`src/rtl/wwd_params.svh`:
```
`ifndef WWD_PARAMS_SVH
`define WWD_PARAMS_SVH
// ----------------------------------------
// register map, byte offsets on apb
// ----------------------------------------
`define WWD_AW 12
`define WWD_OFF_CON0 12'h000
`define WWD_OFF_CON1 12'h004
`define WWD_OFF_POWER_CONTROL_REG 12'h008
`define WWD_OFF_CNT 12'h00c
`define WWD_OFF_ISTAT 12'h010
`define WWD_OFF_ICLR 12'h014
`define WWD_OFF_IEN 12'h018
// ----------------------------------------
// field positions
// ----------------------------------------
`define WWD_SEN_BIT 0
`define WWD_PS_LSB 1
`define WWD_PS_MSB 5
`define WWD_WIN_LSB 0
`define WWD_WIN_MSB 2
`define WWD_CS_LSB 4
`define WWD_CS_MSB 6
`define WWD_WV_BIT 0
`define WWD_RW_BIT 1
`define WWD_TO_BIT 2
`define WWD_PD_BIT 3
`define WWD_IRQ_BITE 0
`define WWD_IRQ_VIOL 1
`define WWD_IRQ_WAKE 2
`define WWD_IRQ_W 3
// ----------------------------------------
// reset values, limits and timing
// ----------------------------------------
`define WWD_PS_RST 5'h0b
`define WWD_PS_MAX 5'h12
`define WWD_WIN_OPEN 3'h7
`define WWD_CS_MF 3'h1
`define WWD_CS_REG 3'h7
`define WWD_CNT_W 23
`define WWD_TICK_LOG 5
`define WWD_CLK_HZ 50000000
`define WWD_LF_HZ 31000
`define WWD_MF_HZ 31250
`endif

```
`src/rtl/wwd_pkg.sv`:
```
`default_nettype none
`include "wwd_params.svh"
package wwd_pkg;
   // enable modes of the configuration field
   typedef enum logic [1:0] {
      WWD_EN_OFF = 2'b00,
      WWD_EN_SW = 2'b01,
      WWD_EN_AWAKE = 2'b10,
      WWD_EN_ON = 2'b11
   } wwd_en_mode_t;
   // watchdog count word
   typedef logic [`WWD_CNT_W-1:0] wwd_cnt_t;
endpackage
`default_nettype wire

```
`src/rtl/wwd_tick_if.sv`:
```
`default_nettype none
interface wwd_tick_if;
   logic mf_sel; // high selects the mid oscillator
   logic tick; // one-cycle time base pulse
   modport ctl (output mf_sel, input tick);
   modport gen (input mf_sel, output tick);
endinterface
`default_nettype wire

```
`src/rtl/wwd_tick.sv`:
```
`default_nettype none
`include "wwd_params.svh"
module wwd_tick #(
   parameter int LF_DIV = `WWD_CLK_HZ / `WWD_LF_HZ,
   parameter int MF_DIV = `WWD_CLK_HZ / `WWD_MF_HZ
) (
   input wire logic core_clk_i,
   input wire logic rst_n_i,
   wwd_tick_if.gen tick_bus
);
   import wwd_pkg::*;
   // ----------------------------------------
   // oscillator emulation divider
   // ----------------------------------------
   localparam int DW = $clog2(LF_DIV > MF_DIV ? LF_DIV : MF_DIV) + 1;
   if (LF_DIV < 2 || MF_DIV < 2) begin : g_bad_div
      $error("wwd_tick: dividers must be at least 2");
   end
   logic [DW-1:0] div; // cycles since last tick
   logic sel_q; // previous source choice
   wire [DW-1:0] div_top = tick_bus.mf_sel ? DW'(MF_DIV - 1) : DW'(LF_DIV - 1);
   wire div_end = (div >= div_top);
   wire sel_chg = (sel_q != tick_bus.mf_sel);
   // restart the period when the source changes
   always_ff @(posedge core_clk_i or negedge rst_n_i) begin
      if (!rst_n_i) begin
         div <= '0;
         sel_q <= 1'b0;
         tick_bus.tick <= 1'b0;
      end else begin
         sel_q <= tick_bus.mf_sel;
         tick_bus.tick <= div_end && !sel_chg;
         div <= (div_end || sel_chg) ? '0 : div + 1'b1;
      end
   end
   // ticks never come back to back
   a_tick_spacing: assert property (@(posedge core_clk_i) disable iff (!rst_n_i)
      tick_bus.tick |=> !tick_bus.tick) else $error("tick pulses adjacent");
endmodule
`default_nettype wire

```
`src/rtl/wwd_top.sv`:
```
// What this block does
// - prescale field picks 1 ms to 256 s
// - two second period after any reset
// - kick outside window causes watchdog reset
// - window from config, or register when 111
// - violation resets and clears violation flag
// - count cleared by reset, kick, disable, con0 or con1 writes
// - windowed kick needs prior control read arming
// - count cleared entering and leaving sleep
// - count held zero while start-up timer runs
// - sleep timeout wakes, updates status, no reset
// - time base from low or mid oscillator
// - enable field 11 always active
// - enable field 10 off during sleep
// - enable field 01 follows software enable
`default_nettype none
`include "wwd_params.svh"
module wwd_top #(
   parameter int LF_DIV = `WWD_CLK_HZ / `WWD_LF_HZ,
   parameter int MF_DIV = `WWD_CLK_HZ / `WWD_MF_HZ
) (
   input wire logic core_clk_i,
   input wire logic rst_n_i,
   input wire logic [`WWD_AW-1:0] paddr_i,
   input wire logic psel_i,
   input wire logic penable_i,
   input wire logic pwrite_i,
   input wire logic [31:0] pwdata_i,
   output logic [31:0] prdata_o,
   output logic pready_o,
   output logic pslverr_o,
   input wire wwd_pkg::wwd_en_mode_t config_enable_field_i,
   input wire logic [2:0] config_window_size_i,
   input wire logic [2:0] config_clock_select_field_i,
   input wire logic kick_instruction_i,
   input wire logic sleep_i,
   input wire logic ost_run_i,
   output logic wdt_rst_o,
   output logic wake_o,
   output logic irq_o
);
   import wwd_pkg::*;

   // ----------------------------------------
   // helpers
   // ----------------------------------------
   // terminal count for a prescale value
   function automatic wwd_cnt_t wwd_limit(input logic [4:0] ps);
      wwd_cnt_t one;
      one = wwd_cnt_t'(1);
      return (one << (ps + 5'(`WWD_TICK_LOG))) - one;
   endfunction

   // ----------------------------------------
   // state
   // ----------------------------------------
   logic software_enable_bit; // software enable bit
   logic [4:0] ps; // timeout prescale field
   logic [2:0] win_reg; // register window size
   logic [2:0] cs_reg; // register clock select
   logic wv_flag; // window violation flag, low after one
   logic rw_flag; // watchdog reset flag, low after any expiry
   logic to_bit; // timeout status, low after timeout
   logic pd_bit; // power-down status, low after sleep
   logic [`WWD_IRQ_W-1:0] irq_stat; // sticky events
   logic [`WWD_IRQ_W-1:0] irq_en; // event enables
   wwd_cnt_t cnt; // watchdog count
   logic armed; // control read seen since last kick
   logic sleep_q; // sleep level one cycle ago
   logic ps_written; // helper: prescale written since reset

   // ----------------------------------------
   // apb decode
   // ----------------------------------------
   wire setup = psel_i && !penable_i;
   wire access = psel_i && penable_i;
   wire wr = access && pwrite_i;
   wire rd = access && !pwrite_i;
   wire hit_con0 = (paddr_i == `WWD_OFF_CON0);
   wire hit_con1 = (paddr_i == `WWD_OFF_CON1);
   wire hit_power_control_reg = (paddr_i == `WWD_OFF_POWER_CONTROL_REG);
   wire hit_cnt = (paddr_i == `WWD_OFF_CNT);
   wire hit_ist = (paddr_i == `WWD_OFF_ISTAT);
   wire hit_icl = (paddr_i == `WWD_OFF_ICLR);
   wire hit_ien = (paddr_i == `WWD_OFF_IEN);
   wire mapped = hit_con0 || hit_con1 || hit_power_control_reg || hit_cnt ||
                 hit_ist || hit_icl || hit_ien;
   wire wr_con0 = wr && hit_con0;
   wire wr_con1 = wr && hit_con1;
   wire wr_power_control_reg = wr && hit_power_control_reg;
   wire wr_icl = wr && hit_icl;
   wire wr_ien = wr && hit_ien;
   wire rd_con0 = rd && hit_con0;

   // zero wait states: every access ends in its first access cycle
   assign pready_o = 1'b1;

   // read data mux, captured in the setup cycle
   wire [31:0] con0_rd = {26'h0, ps, software_enable_bit};
   wire [31:0] con1_rd = {25'h0, cs_reg, 1'b0, win_reg};
   wire [31:0] power_control_reg_rd = {28'h0, pd_bit, to_bit, rw_flag, wv_flag};
   wire [31:0] next_rdata =
      hit_con0 ? con0_rd :
      hit_con1 ? con1_rd :
      hit_power_control_reg ? power_control_reg_rd :
      hit_cnt ? 32'(cnt) :
      hit_ist ? 32'(irq_stat) :
      hit_ien ? 32'(irq_en) : 32'h0;

   // ----------------------------------------
   // mode, window and time base selection
   // ----------------------------------------
   // enable mode table
   logic active;
   always_comb begin
      case (config_enable_field_i)
         WWD_EN_ON: active = 1'b1;
         WWD_EN_AWAKE: active = !sleep_i;
         WWD_EN_SW: active = software_enable_bit;
         WWD_EN_OFF: active = 1'b0;
         default: active = 1'b0;
      endcase
   end

   // window size source
   wire [2:0] eff_win = (config_window_size_i == `WWD_CS_REG) ?
                        win_reg : config_window_size_i;
   wire windowed = (eff_win != `WWD_WIN_OPEN);
   // out-of-range prescale codes saturate at the longest period
   wire [4:0] ps_eff = (ps > `WWD_PS_MAX) ? `WWD_PS_MAX : ps;
   wire wwd_cnt_t limit = wwd_limit(ps_eff);
   // eighth of the period the count is in
   wire [2:0] win_pos = 3'(cnt >> (ps_eff + 5'(`WWD_TICK_LOG - 3)));
   wire in_window = (win_pos >= (`WWD_WIN_OPEN - eff_win));

   // time base source
   wire [2:0] eff_cs = (config_clock_select_field_i == `WWD_CS_REG) ?
                       cs_reg : config_clock_select_field_i;
   wwd_tick_if tb_if ();
   assign tb_if.mf_sel = (eff_cs == `WWD_CS_MF);
   wwd_tick #(
      .LF_DIV(LF_DIV),
      .MF_DIV(MF_DIV)
   ) u_tick (
      .core_clk_i(core_clk_i),
      .rst_n_i(rst_n_i),
      .tick_bus(tb_if.gen)
   );
   wire tick = tb_if.tick;

   // ----------------------------------------
   // watchdog events
   // ----------------------------------------
   wire kick = kick_instruction_i && active;
   // early kick or kick without arming
   wire violation = kick && windowed && (!armed || !in_window);
   wire valid_kick = kick && !violation;
   wire expire = active && tick && (cnt == limit);
   wire bite = expire && !sleep_i;
   wire wake = expire && sleep_i;
   wire sleep_chg = (sleep_i != sleep_q);
   wire reg_wr = wr_con0 || wr_con1;
   // every cause that empties the count
   wire cnt_clr = !active || ost_run_i || sleep_chg || reg_wr ||
                  valid_kick || violation || expire;
   wire [`WWD_IRQ_W-1:0] irq_ev = {wake, violation, bite};

   // ----------------------------------------
   // apb response
   // ----------------------------------------
   // read data and error decided at setup, shown in access
   always_ff @(posedge core_clk_i or negedge rst_n_i) begin
      if (!rst_n_i) begin
         prdata_o <= 32'h0;
         pslverr_o <= 1'b0;
      end else if (setup) begin
         prdata_o <= pwrite_i ? 32'h0 : next_rdata;
         pslverr_o <= !mapped;
      end
   end

   // ----------------------------------------
   // control registers
   // ----------------------------------------
   // software enable and prescale
   always_ff @(posedge core_clk_i or negedge rst_n_i) begin
      if (!rst_n_i) begin
         software_enable_bit <= 1'b0;
         ps <= `WWD_PS_RST;
      end else if (wr_con0) begin
         software_enable_bit <= pwdata_i[`WWD_SEN_BIT];
         ps <= pwdata_i[`WWD_PS_MSB:`WWD_PS_LSB];
      end
   end

   // window and clock select
   always_ff @(posedge core_clk_i or negedge rst_n_i) begin
      if (!rst_n_i) begin
         win_reg <= `WWD_WIN_OPEN;
         cs_reg <= 3'h0;
      end else if (wr_con1) begin
         win_reg <= pwdata_i[`WWD_WIN_MSB:`WWD_WIN_LSB];
         cs_reg <= pwdata_i[`WWD_CS_MSB:`WWD_CS_LSB];
      end
   end

   // helper for the default-period check
   always_ff @(posedge core_clk_i or negedge rst_n_i) begin
      if (!rst_n_i) begin
         ps_written <= 1'b0;
      end else if (wr_con0) begin
         ps_written <= 1'b1;
      end
   end

   // ----------------------------------------
   // power control flags
   // ----------------------------------------
   // hardware events win over a software write in the same cycle
   always_ff @(posedge core_clk_i or negedge rst_n_i) begin
      if (!rst_n_i) begin
         wv_flag <= 1'b1;
         rw_flag <= 1'b1;
         to_bit <= 1'b1;
         pd_bit <= 1'b1;
      end else begin
         // violation flag: cleared by a violation reset
         if (violation) begin
            wv_flag <= 1'b0;
         end else if (wr_power_control_reg) begin
            wv_flag <= pwdata_i[`WWD_WV_BIT];
         end
         // reset flag: cleared by any expiry
         if (expire) begin
            rw_flag <= 1'b0;
         end else if (wr_power_control_reg) begin
            rw_flag <= pwdata_i[`WWD_RW_BIT];
         end
         // timeout status: low on expiry, high on a good kick
         if (expire) begin
            to_bit <= 1'b0;
         end else if (valid_kick) begin
            to_bit <= 1'b1;
         end else if (wr_power_control_reg) begin
            to_bit <= pwdata_i[`WWD_TO_BIT];
         end
         // power-down status: low on sleep entry or sleep expiry
         if ((sleep_i && !sleep_q) || wake) begin
            pd_bit <= 1'b0;
         end else if (valid_kick) begin
            pd_bit <= 1'b1;
         end else if (wr_power_control_reg) begin
            pd_bit <= pwdata_i[`WWD_PD_BIT];
         end
      end
   end

   // ----------------------------------------
   // interrupt status and enable
   // ----------------------------------------
   // new events win over a clear written in the same cycle
   always_ff @(posedge core_clk_i or negedge rst_n_i) begin
      if (!rst_n_i) begin
         irq_stat <= '0;
         irq_en <= '0;
      end else begin
         irq_stat <= (irq_stat & ~(wr_icl ? pwdata_i[`WWD_IRQ_W-1:0] : '0)) | irq_ev;
         if (wr_ien) begin
            irq_en <= pwdata_i[`WWD_IRQ_W-1:0];
         end
      end
   end
   assign irq_o = |(irq_stat & irq_en);

   // ----------------------------------------
   // watchdog count and outputs
   // ----------------------------------------
   // count advances one step per time base tick
   always_ff @(posedge core_clk_i or negedge rst_n_i) begin
      if (!rst_n_i) begin
         cnt <= '0;
         sleep_q <= 1'b0;
      end else begin
         sleep_q <= sleep_i;
         if (cnt_clr) begin
            cnt <= '0;
         end else if (tick) begin
            cnt <= cnt + 1'b1;
         end
      end
   end

   // arming: a control read opens the next kick
   always_ff @(posedge core_clk_i or negedge rst_n_i) begin
      if (!rst_n_i) begin
         armed <= 1'b0;
      end else if (kick) begin
         armed <= 1'b0;
      end else if (rd_con0) begin
         armed <= 1'b1;
      end
   end

   // device reset and wake pulses
   always_ff @(posedge core_clk_i or negedge rst_n_i) begin
      if (!rst_n_i) begin
         wdt_rst_o <= 1'b0;
         wake_o <= 1'b0;
      end else begin
         wdt_rst_o <= bite || violation;
         wake_o <= wake;
      end
   end

   // ----------------------------------------
   // checks
   // ----------------------------------------
   a_default_period: assert property (@(posedge core_clk_i) disable iff (!rst_n_i)
      !ps_written |-> limit == wwd_limit(`WWD_PS_RST)) else $error("bad default period");
   a_prescale_range: assert property (@(posedge core_clk_i) disable iff (!rst_n_i)
      wr_con0 |=> ps_eff <= `WWD_PS_MAX) else $error("prescale out of range");
   a_early_kick: assert property (@(posedge core_clk_i) disable iff (!rst_n_i)
      (kick && windowed && !in_window) |=> wdt_rst_o && cnt == '0)
      else $error("early kick not punished");
   a_window_source: assert property (@(posedge core_clk_i) disable iff (!rst_n_i)
      (config_window_size_i != `WWD_CS_REG && kick && in_window && armed)
      |=> !wdt_rst_o || $past(bite)) else $error("window source wrong");
   a_violation_flag: assert property (@(posedge core_clk_i) disable iff (!rst_n_i)
      violation |=> !wv_flag && wdt_rst_o) else $error("violation flag kept");
   a_count_clear: assert property (@(posedge core_clk_i) disable iff (!rst_n_i)
      (valid_kick || reg_wr || ost_run_i) |=> cnt == '0) else $error("count not cleared");
   a_arm_needed: assert property (@(posedge core_clk_i) disable iff (!rst_n_i)
      (kick && windowed && !armed) |=> wdt_rst_o ##1 !armed)
      else $error("unarmed kick accepted");
   a_sleep_clear: assert property (@(posedge core_clk_i) disable iff (!rst_n_i)
      (sleep_i != $past(sleep_i)) |=> cnt == '0) else $error("sleep edge kept count");
   a_ost_hold: assert property (@(posedge core_clk_i) disable iff (!rst_n_i)
      ost_run_i [*2] |-> cnt == '0 && !wdt_rst_o)
      else $error("count ran during start-up");
   a_sleep_wake: assert property (@(posedge core_clk_i) disable iff (!rst_n_i)
      (expire && sleep_i) |=> wake_o && !wdt_rst_o && !to_bit && !pd_bit)
      else $error("sleep expiry mishandled");
   a_awake_bite: assert property (@(posedge core_clk_i) disable iff (!rst_n_i)
      (active && !sleep_i && tick && cnt == limit && !kick_instruction_i)
      |=> wdt_rst_o && !rw_flag) else $error("missed timeout reset");
   a_off_mode: assert property (@(posedge core_clk_i) disable iff (!rst_n_i)
      config_enable_field_i == WWD_EN_OFF |=> cnt == '0 && !wdt_rst_o && !wake_o)
      else $error("disabled watchdog acted");
   a_off_in_sleep: assert property (@(posedge core_clk_i) disable iff (!rst_n_i)
      (config_enable_field_i == WWD_EN_AWAKE && sleep_i) |=> cnt == '0 && !wake_o)
      else $error("watchdog ran in sleep");
   a_always_on: assert property (@(posedge core_clk_i) disable iff (!rst_n_i)
      (config_enable_field_i == WWD_EN_ON && tick && !cnt_clr) |=> cnt == $past(cnt) + 1'b1)
      else $error("always-on watchdog stalled");
   a_sw_enable: assert property (@(posedge core_clk_i) disable iff (!rst_n_i)
      (config_enable_field_i == WWD_EN_SW && !software_enable_bit) |=> cnt == '0 && !wdt_rst_o)
      else $error("software disable ignored");
endmodule
`default_nettype wire

```
`config.mk`:
```
export PLATFORM = sky130hd
export DESIGN_NAME = wwd_top
export DESIGN_NICKNAME = d
export VERILOG_FILES = /design/src/rtl/wwd_pkg.sv /design/src/rtl/wwd_tick_if.sv /design/src/rtl/wwd_tick.sv /design/src/rtl/wwd_top.sv
export VERILOG_INCLUDE_DIRS = /design/src /design/src/rtl
export SDC_FILE = /design/constraint.sdc
export NUM_CORES = 1
export LEC_CHECK = 0
export ABC_AREA = 0
export BUFFER_PORTS_ARGS = -buffer_cell sky130_fd_sc_hd__clkbuf_2
export CORE_ASPECT_RATIO = 0.9
export CORE_MARGIN = 2
export CORE_UTILIZATION = 53
export CTS_CLUSTER_SIZE = 24
export DETAILED_ROUTE_END_ITERATION = 10
export PLACE_DENSITY = 0.78
export SYNTH_ARGS = -nofsm -noshare
export SYNTH_HDL_FRONTEND = slang
export SYNTH_SLANG_ARGS = --single-unit
```
`constraint.sdc`:
```
create_clock -name core_clk_i -period 4 [get_ports core_clk_i]
set_clock_uncertainty 0.15 [all_clocks]
set_input_delay 1 -clock core_clk_i [delete_from_list [all_inputs] [get_ports core_clk_i]]
set_output_delay 1 -clock core_clk_i [all_outputs]
set_load 0.1 [all_outputs]
```
---- Word-level counts from Yosys, hierarchy flattened ----
Index checks and enable logic that the tools add are counted.
Widths: inputs -> output; s select.
cells by class
  add/subtract/negate cells ............... 6
  order comparisons ....................... 3
  equality and inequality tests ........... 16
  shift-type cells ........................ 2
  muxes and demuxes ....................... 28
  bitwise logic cells ..................... 4
  reduce and logical (&&, ||, !) cells .... 56
operators by type and width
  kind                   count
  $mux 23                7
  $eq 12x5->1 const B    3
  $eq 12x4->1 const B    2
  $add 23x1->23 const B  1
  $eq 23x23->1           1
  $shl 1x5->23 const A   1
  $shr 23x5->3           1
  $sub 23x1->23 const B  1
  $logic_and 1x1->1      20
  $logic_or 1x1->1       17
  $mux 3                 5
  $add 12x1->12 const B  1
  $eq 12x3->1 const B    1
  $ge 12x12->1           1
  $logic_not 12->1       1
  $mux 1                 12
  $mux 12                1
  $logic_not 1->1        10
  $reduce_bool 2->1      4
  $mux 7                 1
  $and 3x3->3            2
  $eq 3x3->1 const B     2
  $reduce_bool 3->1      2
  $add 5x2->5 const B    1
  15 further kinds       17
storage, ports and cells
  bits in registers ....................... 96
  input port bits ......................... 60
  output and inout bits ................... 37
  word-level logic and storage cells ...... 135

---- Longest topological paths before layout ----
Gate-level depths: netlist (run 1).
  depth in word-level cells ............... 14
  gate-level depth with buffers ........... 21
  gate-level depth less buffers ........... 17

---- Hierarchy ----
Synthesis (run 1) repeated with hierarchy kept, for this count alone.
unflattened totals
  cells, all modules ...................... 714
  area total of the unflattened synthesis .. 6334.8 µm²
by module, submodules not included
  module    times used  cells an instance  area each (µm²)  seq. area each (µm²)
  wwd_top   1           649                5612.9           1839.3
  wwd_tick  1           65                 721.9            350.3

---- Worst setup path after synthesis (run 1) ----
No wires, ideal clock.
  kind .................................... register to register
  start point ............................. reg ps[2]
  end point ............................... reg cnt[3]
  setup time .............................. 0.142 ns
  arrival ................................. 4.078 ns
  required time ........................... 3.708 ns
  path slack .............................. -0.369 ns
  stages on the path, launching flop included .. 22
  buffers on the path ..................... 6
  period minus slack after synthesis ...... 4.369 ns
  cells stage by stage .................... dfrtp_1 buf_4 buf_4 buf_2 o21ai_0 and2_1 clkinv_1 ha_1 buf_2 nor2b_1 buf_2 nand2_1 ha_1 xor2_1 nand2_1 a21o_1 or4_1 a211oi_1 nand4_1 nor3_4 buf_6 nor4_2
between the ends
  cells in the longest elaborated chain, start to end .. 14
  elaborated cells between the ends (all ways) .. 20
  classes of those cells .................. add/sub: 3; order compare: 2; eq/ne: 1; shift: 2; mux: 2; reduce/logical: 10
ends and longest elaborated chain
  element                                                 RTL line        text
  start, declared                                         wwd_top.sv:58   logic [4:0] ps;
  start signal, assigned                                  wwd_top.sv:189  ps <= `WWD_PS_RST;
  start signal, assigned                                  wwd_top.sv:192  ps <= pwdata_i[`WWD_PS_MSB:`WWD_PS_LSB];
  $gt 5x5->1 (no line)                                    n/a
  $mux 5 (*)                                              wwd_top.sv:130  wire [4:0] ps_eff = (ps > `WWD_PS_MAX) ? `WWD_PS_MAX : ps;
  branches (longest 10 deep; another with $sub 23x1->23)  n/a
  $logic_or 1x1->1 (*)                                    wwd_top.sv:165  valid_kick || violation || expire;
  $mux 23 / $reduce_bool 2->1 (equally long branches)     n/a
  end signal, assigned                                    wwd_top.sv:288  cnt <= cnt + 1'b1;
  end, declared                                           wwd_top.sv:67   wwd_cnt_t cnt;
Mark *: on every way between the ends.
A chain may end at the register's enable or synchronous reset.

---- Final worst setup path (run 1) ----
  start point ............................. reg ps[1]
  end point ............................... reg cnt[8]
The elaborated chain is that of the path after synthesis.

==> results of run 1 <==
==> placed cells by master (no fill, tap or decap), types with 13 or more instances in the layout <==
cell type | Yosys | layout
xor2_1 | 31 | 31
mux2_2 | 13 | 13
nand2_1 | 73 | 72
nor4_1 | 17 | 16
nand3_1 | 21 | 21
nor2_1 | 60 | 60
xnor2_1 | 17 | 17
dfrtp_1 | 77 | 76
clkbuf_2 | 1 | 60
buf_4 | 15 | 25
nor3_1 | 14 | 14
o21ai_0 | 42 | 42
a31oi_1 | 15 | 15
a22o_1 | 18 | 18
mux2i_1 | 20 | 20
a21oi_1 | 19 | 19
nand4_1 | 13 | 13
inv_1 | 22 | 21
==> metrics by stage <==
step                      worst slack, ns   util  total power [W]  area [um2]  instances
after detailed placement            0.145  0.581          0.00109        6700        900
final                               0.272  0.608          0.00189        7010        918
after global routing               0.0157  0.608          0.00195        7010        918
after CTS                           0.125  0.606          0.00190        6990        916
after global placement              0.229  0.581          0.00108        6700        900
after floorplan                    0.0239      -          0.00103        6390        732
==> synthesized netlist by cell type (5+ instances only) <==
master     n
a21oi_1   19
mux2_2    13
nor4_1    17
or3_1      9
a31oi_1   15
and4_1     6
o21ai_0   42
a22o_1    18
dfstp_2   10
nand4_1   13
nor3_1    14
clkbuf_1  38
ha_1      13
and2_1     5
nor2b_1    9
dfrtp_1   77
xnor2_1   17
inv_1     22
nor4_2     5
mux4_2     5
mux2i_1   20
and3_1    12
nand2_1   73
buf_2     10
a22oi_1    5
a211oi_1   7
nand3_1   21
buf_4     15
xor2_1    31
nor2_1    60
nand2b_1   8
==> cell type report <==
class,instances,area share
Clock buffer,11,0.0360
Timing Repair Buffer,86,0.0724
Clock inverter,5,0.00571
Multi-Input combinational cell,550,0.533
Sequential cell,87,0.312
Tap cell,156,0.0278
Inverter,23,0.0125
==> worst min-delay path by stage <==
stage | from | endpoint | slack (ns) | depth (start not counted)
2_1_floorplan | armed$_DFFE_PN0P_ | armed$_DFFE_PN0P_ | 0.31 | 2
3_3_place_gp | prdata_o[2]$_DFFE_PN0P_ | prdata_o[2]$_DFFE_PN0P_ | 0.31 | 2
3_5_place_dp | prdata_o[2]$_DFFE_PN0P_ | prdata_o[2]$_DFFE_PN0P_ | 0.31 | 2
4_1_cts | prdata_o[2]$_DFFE_PN0P_ | prdata_o[2]$_DFFE_PN0P_ | 0.33 | 2
5_1_grt | prdata_o[2]$_DFFE_PN0P_ | prdata_o[2]$_DFFE_PN0P_ | 0.34 | 2
6_report | prdata_o[2]$_DFFE_PN0P_ | prdata_o[2]$_DFFE_PN0P_ | 0.33 | 2
==> worst reg2reg max path: cells and delay by family, from the launching register on <==
family                     cells  cell delay, ns
buffers and inverters          2            0.47
adders and majority gates      1            0.34
xor gates and xnor gates       1            0.14
AOI/OAI and AO/OA              2            0.38
DFF                            1            0.63
and+or+nand+nor                7            1.47
==> routing by layer <==
metal | track usage | share of wire | up-vias | wire length, um
met4 | 0.0935 | 0.021 | 0 | 363
li1 | - | - | 2669 | -
met3 | 0.0561 | 0.076 | 40 | 1340
met5 | 0 | 0 | - | 0
met2 | 0.443 | 0.46 | 276 | 8110
met1 | 0.380 | 0.44 | 2783 | 7800
==> what timing repair did <==
action	4_1_cts	5_1_grt
setup buffers	0	2
setup endpoints to repair	0	31
gates resized for setup	0	5
==> power breakdown <==
part           switching, W  internal (W)  leakage [nW]
Combinational      0.000132     0.0000454          1.81
Clock              0.000353      0.000458         0.134
Sequential        0.0000101      0.000889          1.15
==> cell families (layout without fill, tap and decap cells) <==
logic type,after synthesis,after routing,synth area share
xor+xnor,48,48,0.0666
buf+inv,95,125,0.0724
fa+ha+maj,13,13,0.0258
mux,38,38,0.0728
compound gates,156,156,0.168
other cells,2,12,0.00119
simple gates,283,283,0.246
flops,87,87,0.347
==> results.toml, run 1 <==
[run_status]
status = "completed"

[global_routing]
track_usage = 0.278
grt_remaining_overflow = 0
antenna_found_initial = 0
grt_pass1_vias = 5623
grt_first_pass_wirelength_um = 28100
grt_max_degree = 51

[clock_network]
cts_tree = "yes"
clk_path_buf_depth = 2
clk_pin_slew_worst_paths_ns = 0.07
cts-root-buf = "clkbuf_16"
hold_buffers = 0
cts_made_buffers = 9
clock_latency_ns = 0.34
ctsHtreeMaxLevel = 3
cts_sinks = 87

[critical_path]
critPathKind = "flop to flop"
cpMostUsedCell = "nand2_1"
crit_path_end = "cnt[8]$_DFFE_PN0P_"
crit_arrival_ns = 3.78
cp_max_fo = 25
cp_top_family = "simple AND/OR/NAND/NOR gates"
slowest_delay_ns = 0.63
slowest_stage = "dfstp_2"
rr_endpoint = "cnt[8]$_DFFE_PN0P_"
ff2ff_setup_slack_ns = 0.27
ff2ff_path_depth = 13
cp.depth = 13
path_cells = "buf_4 > nor4b_4 > nand2_1 > ha_2 > xor2_1 > nand2_1 > a21o_1 > or4_1 > a211oi_2 > nand4_1 > nor3_4 > buf_12 > nor4_1"
r2r-start = "ps[1]$_DFFE_PN1P_"
end_kind = "flop"
cp.buffers_inverters = 2
critical_path_required_ns = 4.05
crit_start = "ps[1]$_DFFE_PN1P_"
start_kind = "flop"

[detailed_routing]
routed_via_density = 6.28
vias = 5768
drc = 0
drtAntennaViolNets = 0
drt_iter0_drc = 608
drt_first_pass_iters = 5
wl_um = 17600
wl_per_cell_um = 19.2

[sta]
rsz0062_at_grt = "false"
slew_viol_final = 0
timing.fmax_mhz = 268
fin_crit_sh = 0.932
fin_crit_ns = 3.73
fin_hold_ws_ns = 0.327
max_slew_margin = 0.539
finalSetupViolCount = 0
hold_viol = 0
worstMarginPinSlew_ns = 0.686
final.setup.tns_ns = 0

[logic_synthesis]
synth.area.top_cells = "dfrtp_1 31%, nand2_1 4.3%, xor2_1 4.3%, dfstp_2 4.2%, nor2_1 3.6%"
avgSynthCellArea_um2 = 8.74
synth_enable_flop_cells = 0
synth_top_area_share = 0.305
synth_ff_type = "dfrtp_1"
yosysSeqAreaShare = 0.347
yosys_warnings = 0
synth_cells = 722
netlist_area_um2 = 6310
synth_async_sr_flop_share = 1.00
synth.distinct_cells = 81
ys_seq_elements = 87
yosysTopAreaCell = "dfrtp_1"

[place]
dp_hpwl_um = 12900
gp_congestion = 0.946
io_buffers = 61

[final_layout]
nets = 830
regArea_um2 = 2190
top_regs = "cnt (23), prdata_o (23), u_tick.div (12)"
area_delta_synth_final_pct = 11.1
multi_input_area_um2 = 3740
n_antenna_cell = 0
nFillCells = 990
drive_above_1_share = 0.209

[die]
core_um2 = 11500
start_util = 0.547
pin_count = 97
die_x_um = 119
dieHeight_um = 108
die_area_um2 = 12800
rows = 37

[power_and_ir_drop]
p_leak_nw = 3.10
irDropWorstVdd_uv = 179
powerDensity_nw_per_um2 = 269

[hold_path]
holdCritPathClass = "flop to flop"

[run]
maxCapViolCount = 0
(Power assumes the default switching activity.)
==> inputs of run 2 (changes only) <==
Settings changed: RECOVER_POWER set to 50, SETUP_SLACK_MARGIN set to 0.2.
==> results.toml, run 2 (same netlist as run 1, synthesis figures left out) <==
[detailed_routing]
vias = 5854
drt_first_pass_iters = 5
drt_iter0_drc = 686
wl_um = 17800
drtAntennaViolNets = 0
wl_per_cell_um = 19.1
drc = 0
routed_via_density = 6.29

[clock_network]
cts_sinks = 87
cts_tree = "yes"
cts-root-buf = "clkbuf_16"
cts_made_buffers = 9
clk_path_buf_depth = 2
clk_pin_slew_worst_paths_ns = 0.07
clock_latency_ns = 0.34
hold_buffers = 0
ctsHtreeMaxLevel = 3

[die]
dieHeight_um = 108
rows = 37
die_x_um = 119
pin_count = 97
core_um2 = 11500
start_util = 0.547
die_area_um2 = 12800

[final_layout]
n_antenna_cell = 0
nets = 842
nFillCells = 964
top_regs = "cnt (23), prdata_o (23), u_tick.div (12)"
fin_area_um2 = 7140
area_delta_synth_final_pct = 13.1
final_cell_mix = "75 x dfrtp_1, 73 x nand2_1, 60 x nor2_1"
final_common_cell = "dfrtp_1"
finish.utilization = 0.619
instances_no_fill = 930
drive_above_1_share = 0.216

[sta]
fin_crit_sh = 0.914
hold_viol = 0
fin_crit_ns = 3.66
timing.fmax_mhz = 274
rsz0062_at_grt = "false"
max_slew_margin = 0.0221
worstMarginPinSlew_ns = 1.47
fin_hold_ws_ns = 0.330
final.setup.tns_ns = 0
slew_viol_final = 0
finalSetupViolCount = 0

[global_routing]
grt_remaining_overflow = 0
grt_max_degree = 62
antenna_found_initial = 0
grt_first_pass_wirelength_um = 28300
track_usage = 0.279
grt_pass1_vias = 5386

[critical_path]
ff2ff_path_depth = 16
crit_arrival_ns = 3.71
critPathKind = "flop to flop"
slowest_delay_ns = 0.59
cp.buffers_inverters = 4
path_cells = "inv_2 > and2_4 > inv_8 > ha_4 > nor2b_2 > nand2_1 > ha_1 > and3_1 > o21ai_0 > or4_1 > a211oi_2 > nand4_1 > nor3_4 > buf_6 > buf_12 > nor4_1"
start_kind = "flop"
end_kind = "flop"
cp_top_family = "simple AND/OR/NAND/NOR gates"
slowest_stage = "dfstp_2"
cp_max_fo = 13
critical_path_required_ns = 4.05
cp.depth = 16

[run]
maxCapViolCount = 0

[hold_path]
holdCritPathClass = "flop to flop"
min_delay_path_depth = 2

[place]
gp_congestion = 0.914
dp_hpwl_um = 12600
dp_cells = 902
io_buffers = 61
place_area_um2 = 6730

[power_and_ir_drop]
p_leak_nw = 3.17
powerDensity_nw_per_um2 = 263
irDropWorstVdd_uv = 204

[run_status]
status = "completed"
run 2: changes by cell type in the layout (fill, tap and decap cells not counted), sizes merged:
cell and change:
clkinvlp -2, buf +8, inv +4, clkbuf +2
run 2: worst min-delay path: cells and delay by family, from the launching register on:
kind             cells  cell delay [ns]
AO/OA/AOI/OAI        1             0.06
flip-flops           1             0.34
AND/OR/NAND/NOR      1             0.05
run 2: timing repair:
item / CTS / global route
setup endpoints to repair: 0 / 30
gates resized for setup: 0 / 9
buffers inserted: 0 / 10
run 2: power breakdown:
group	switching [W]	leakage, nW	total (W)	internal [W]
combinational	0.000132	1.88	0.000176	0.0000440
sequential	0.0000104	1.15	0.000899	0.000889
clock	0.000372	0.139	0.000802	0.000430
total	0.000514	3.17	0.00188	0.00136
run 2: cell type report:
| cell class | count | area [um2] | area share |
|---|---|---|---|
| clock buffer | 9 | 225 | 0.0316 |
| clock inverter | 7 | 55.1 | 0.00771 |
| inverter | 23 | 93.8 | 0.0131 |
| multi-input combinational | 550 | 3740 | 0.524 |
| sequential | 87 | 2190 | 0.307 |
| tap | 156 | 195 | 0.0273 |
| timing repair buffer | 98 | 637 | 0.0892 |
run 2: final timing paths:
check | from | endpoint | slack, ns
worst max-delay path | ps[1]$_DFFE_PN1P_ | cnt[0]$_DFFE_PN0P_ | 0.34
worst min-delay path | prdata_o[3]$_DFFE_PN0P_ | prdata_o[3]$_DFFE_PN0P_ | 0.33
worst max register to register | ps[1]$_DFFE_PN1P_ | cnt[0]$_DFFE_PN0P_ | 0.34
worst min register to register | prdata_o[3]$_DFFE_PN0P_ | prdata_o[3]$_DFFE_PN0P_ | 0.33
max in group asynchronous | rst_n_i | u_tick.div[6]$_DFF_PN0_ | 1.45
min in group asynchronous | rst_n_i | prdata_o[18]$_DFFE_PN0P_ | 0.86
run 2: layer usage:
metal	global-route usage	vias to the layer above	wire length (um)
met3	0.0540	24	1570
met4	0.0808	0	277
li1	-	2687	-
met5	0	-	0
met2	0.411	290	7970
met1	0.416	2853	7970
run 2: through the flow:
step	total power (W)	worst slack [ns]
after floorplan	0.00103	0.221
after global placement	0.00109	0.339
after detailed placement	0.00109	0.330
after CTS	0.00189	0.296
after global routing	0.00195	0.172
final	0.00188	0.344
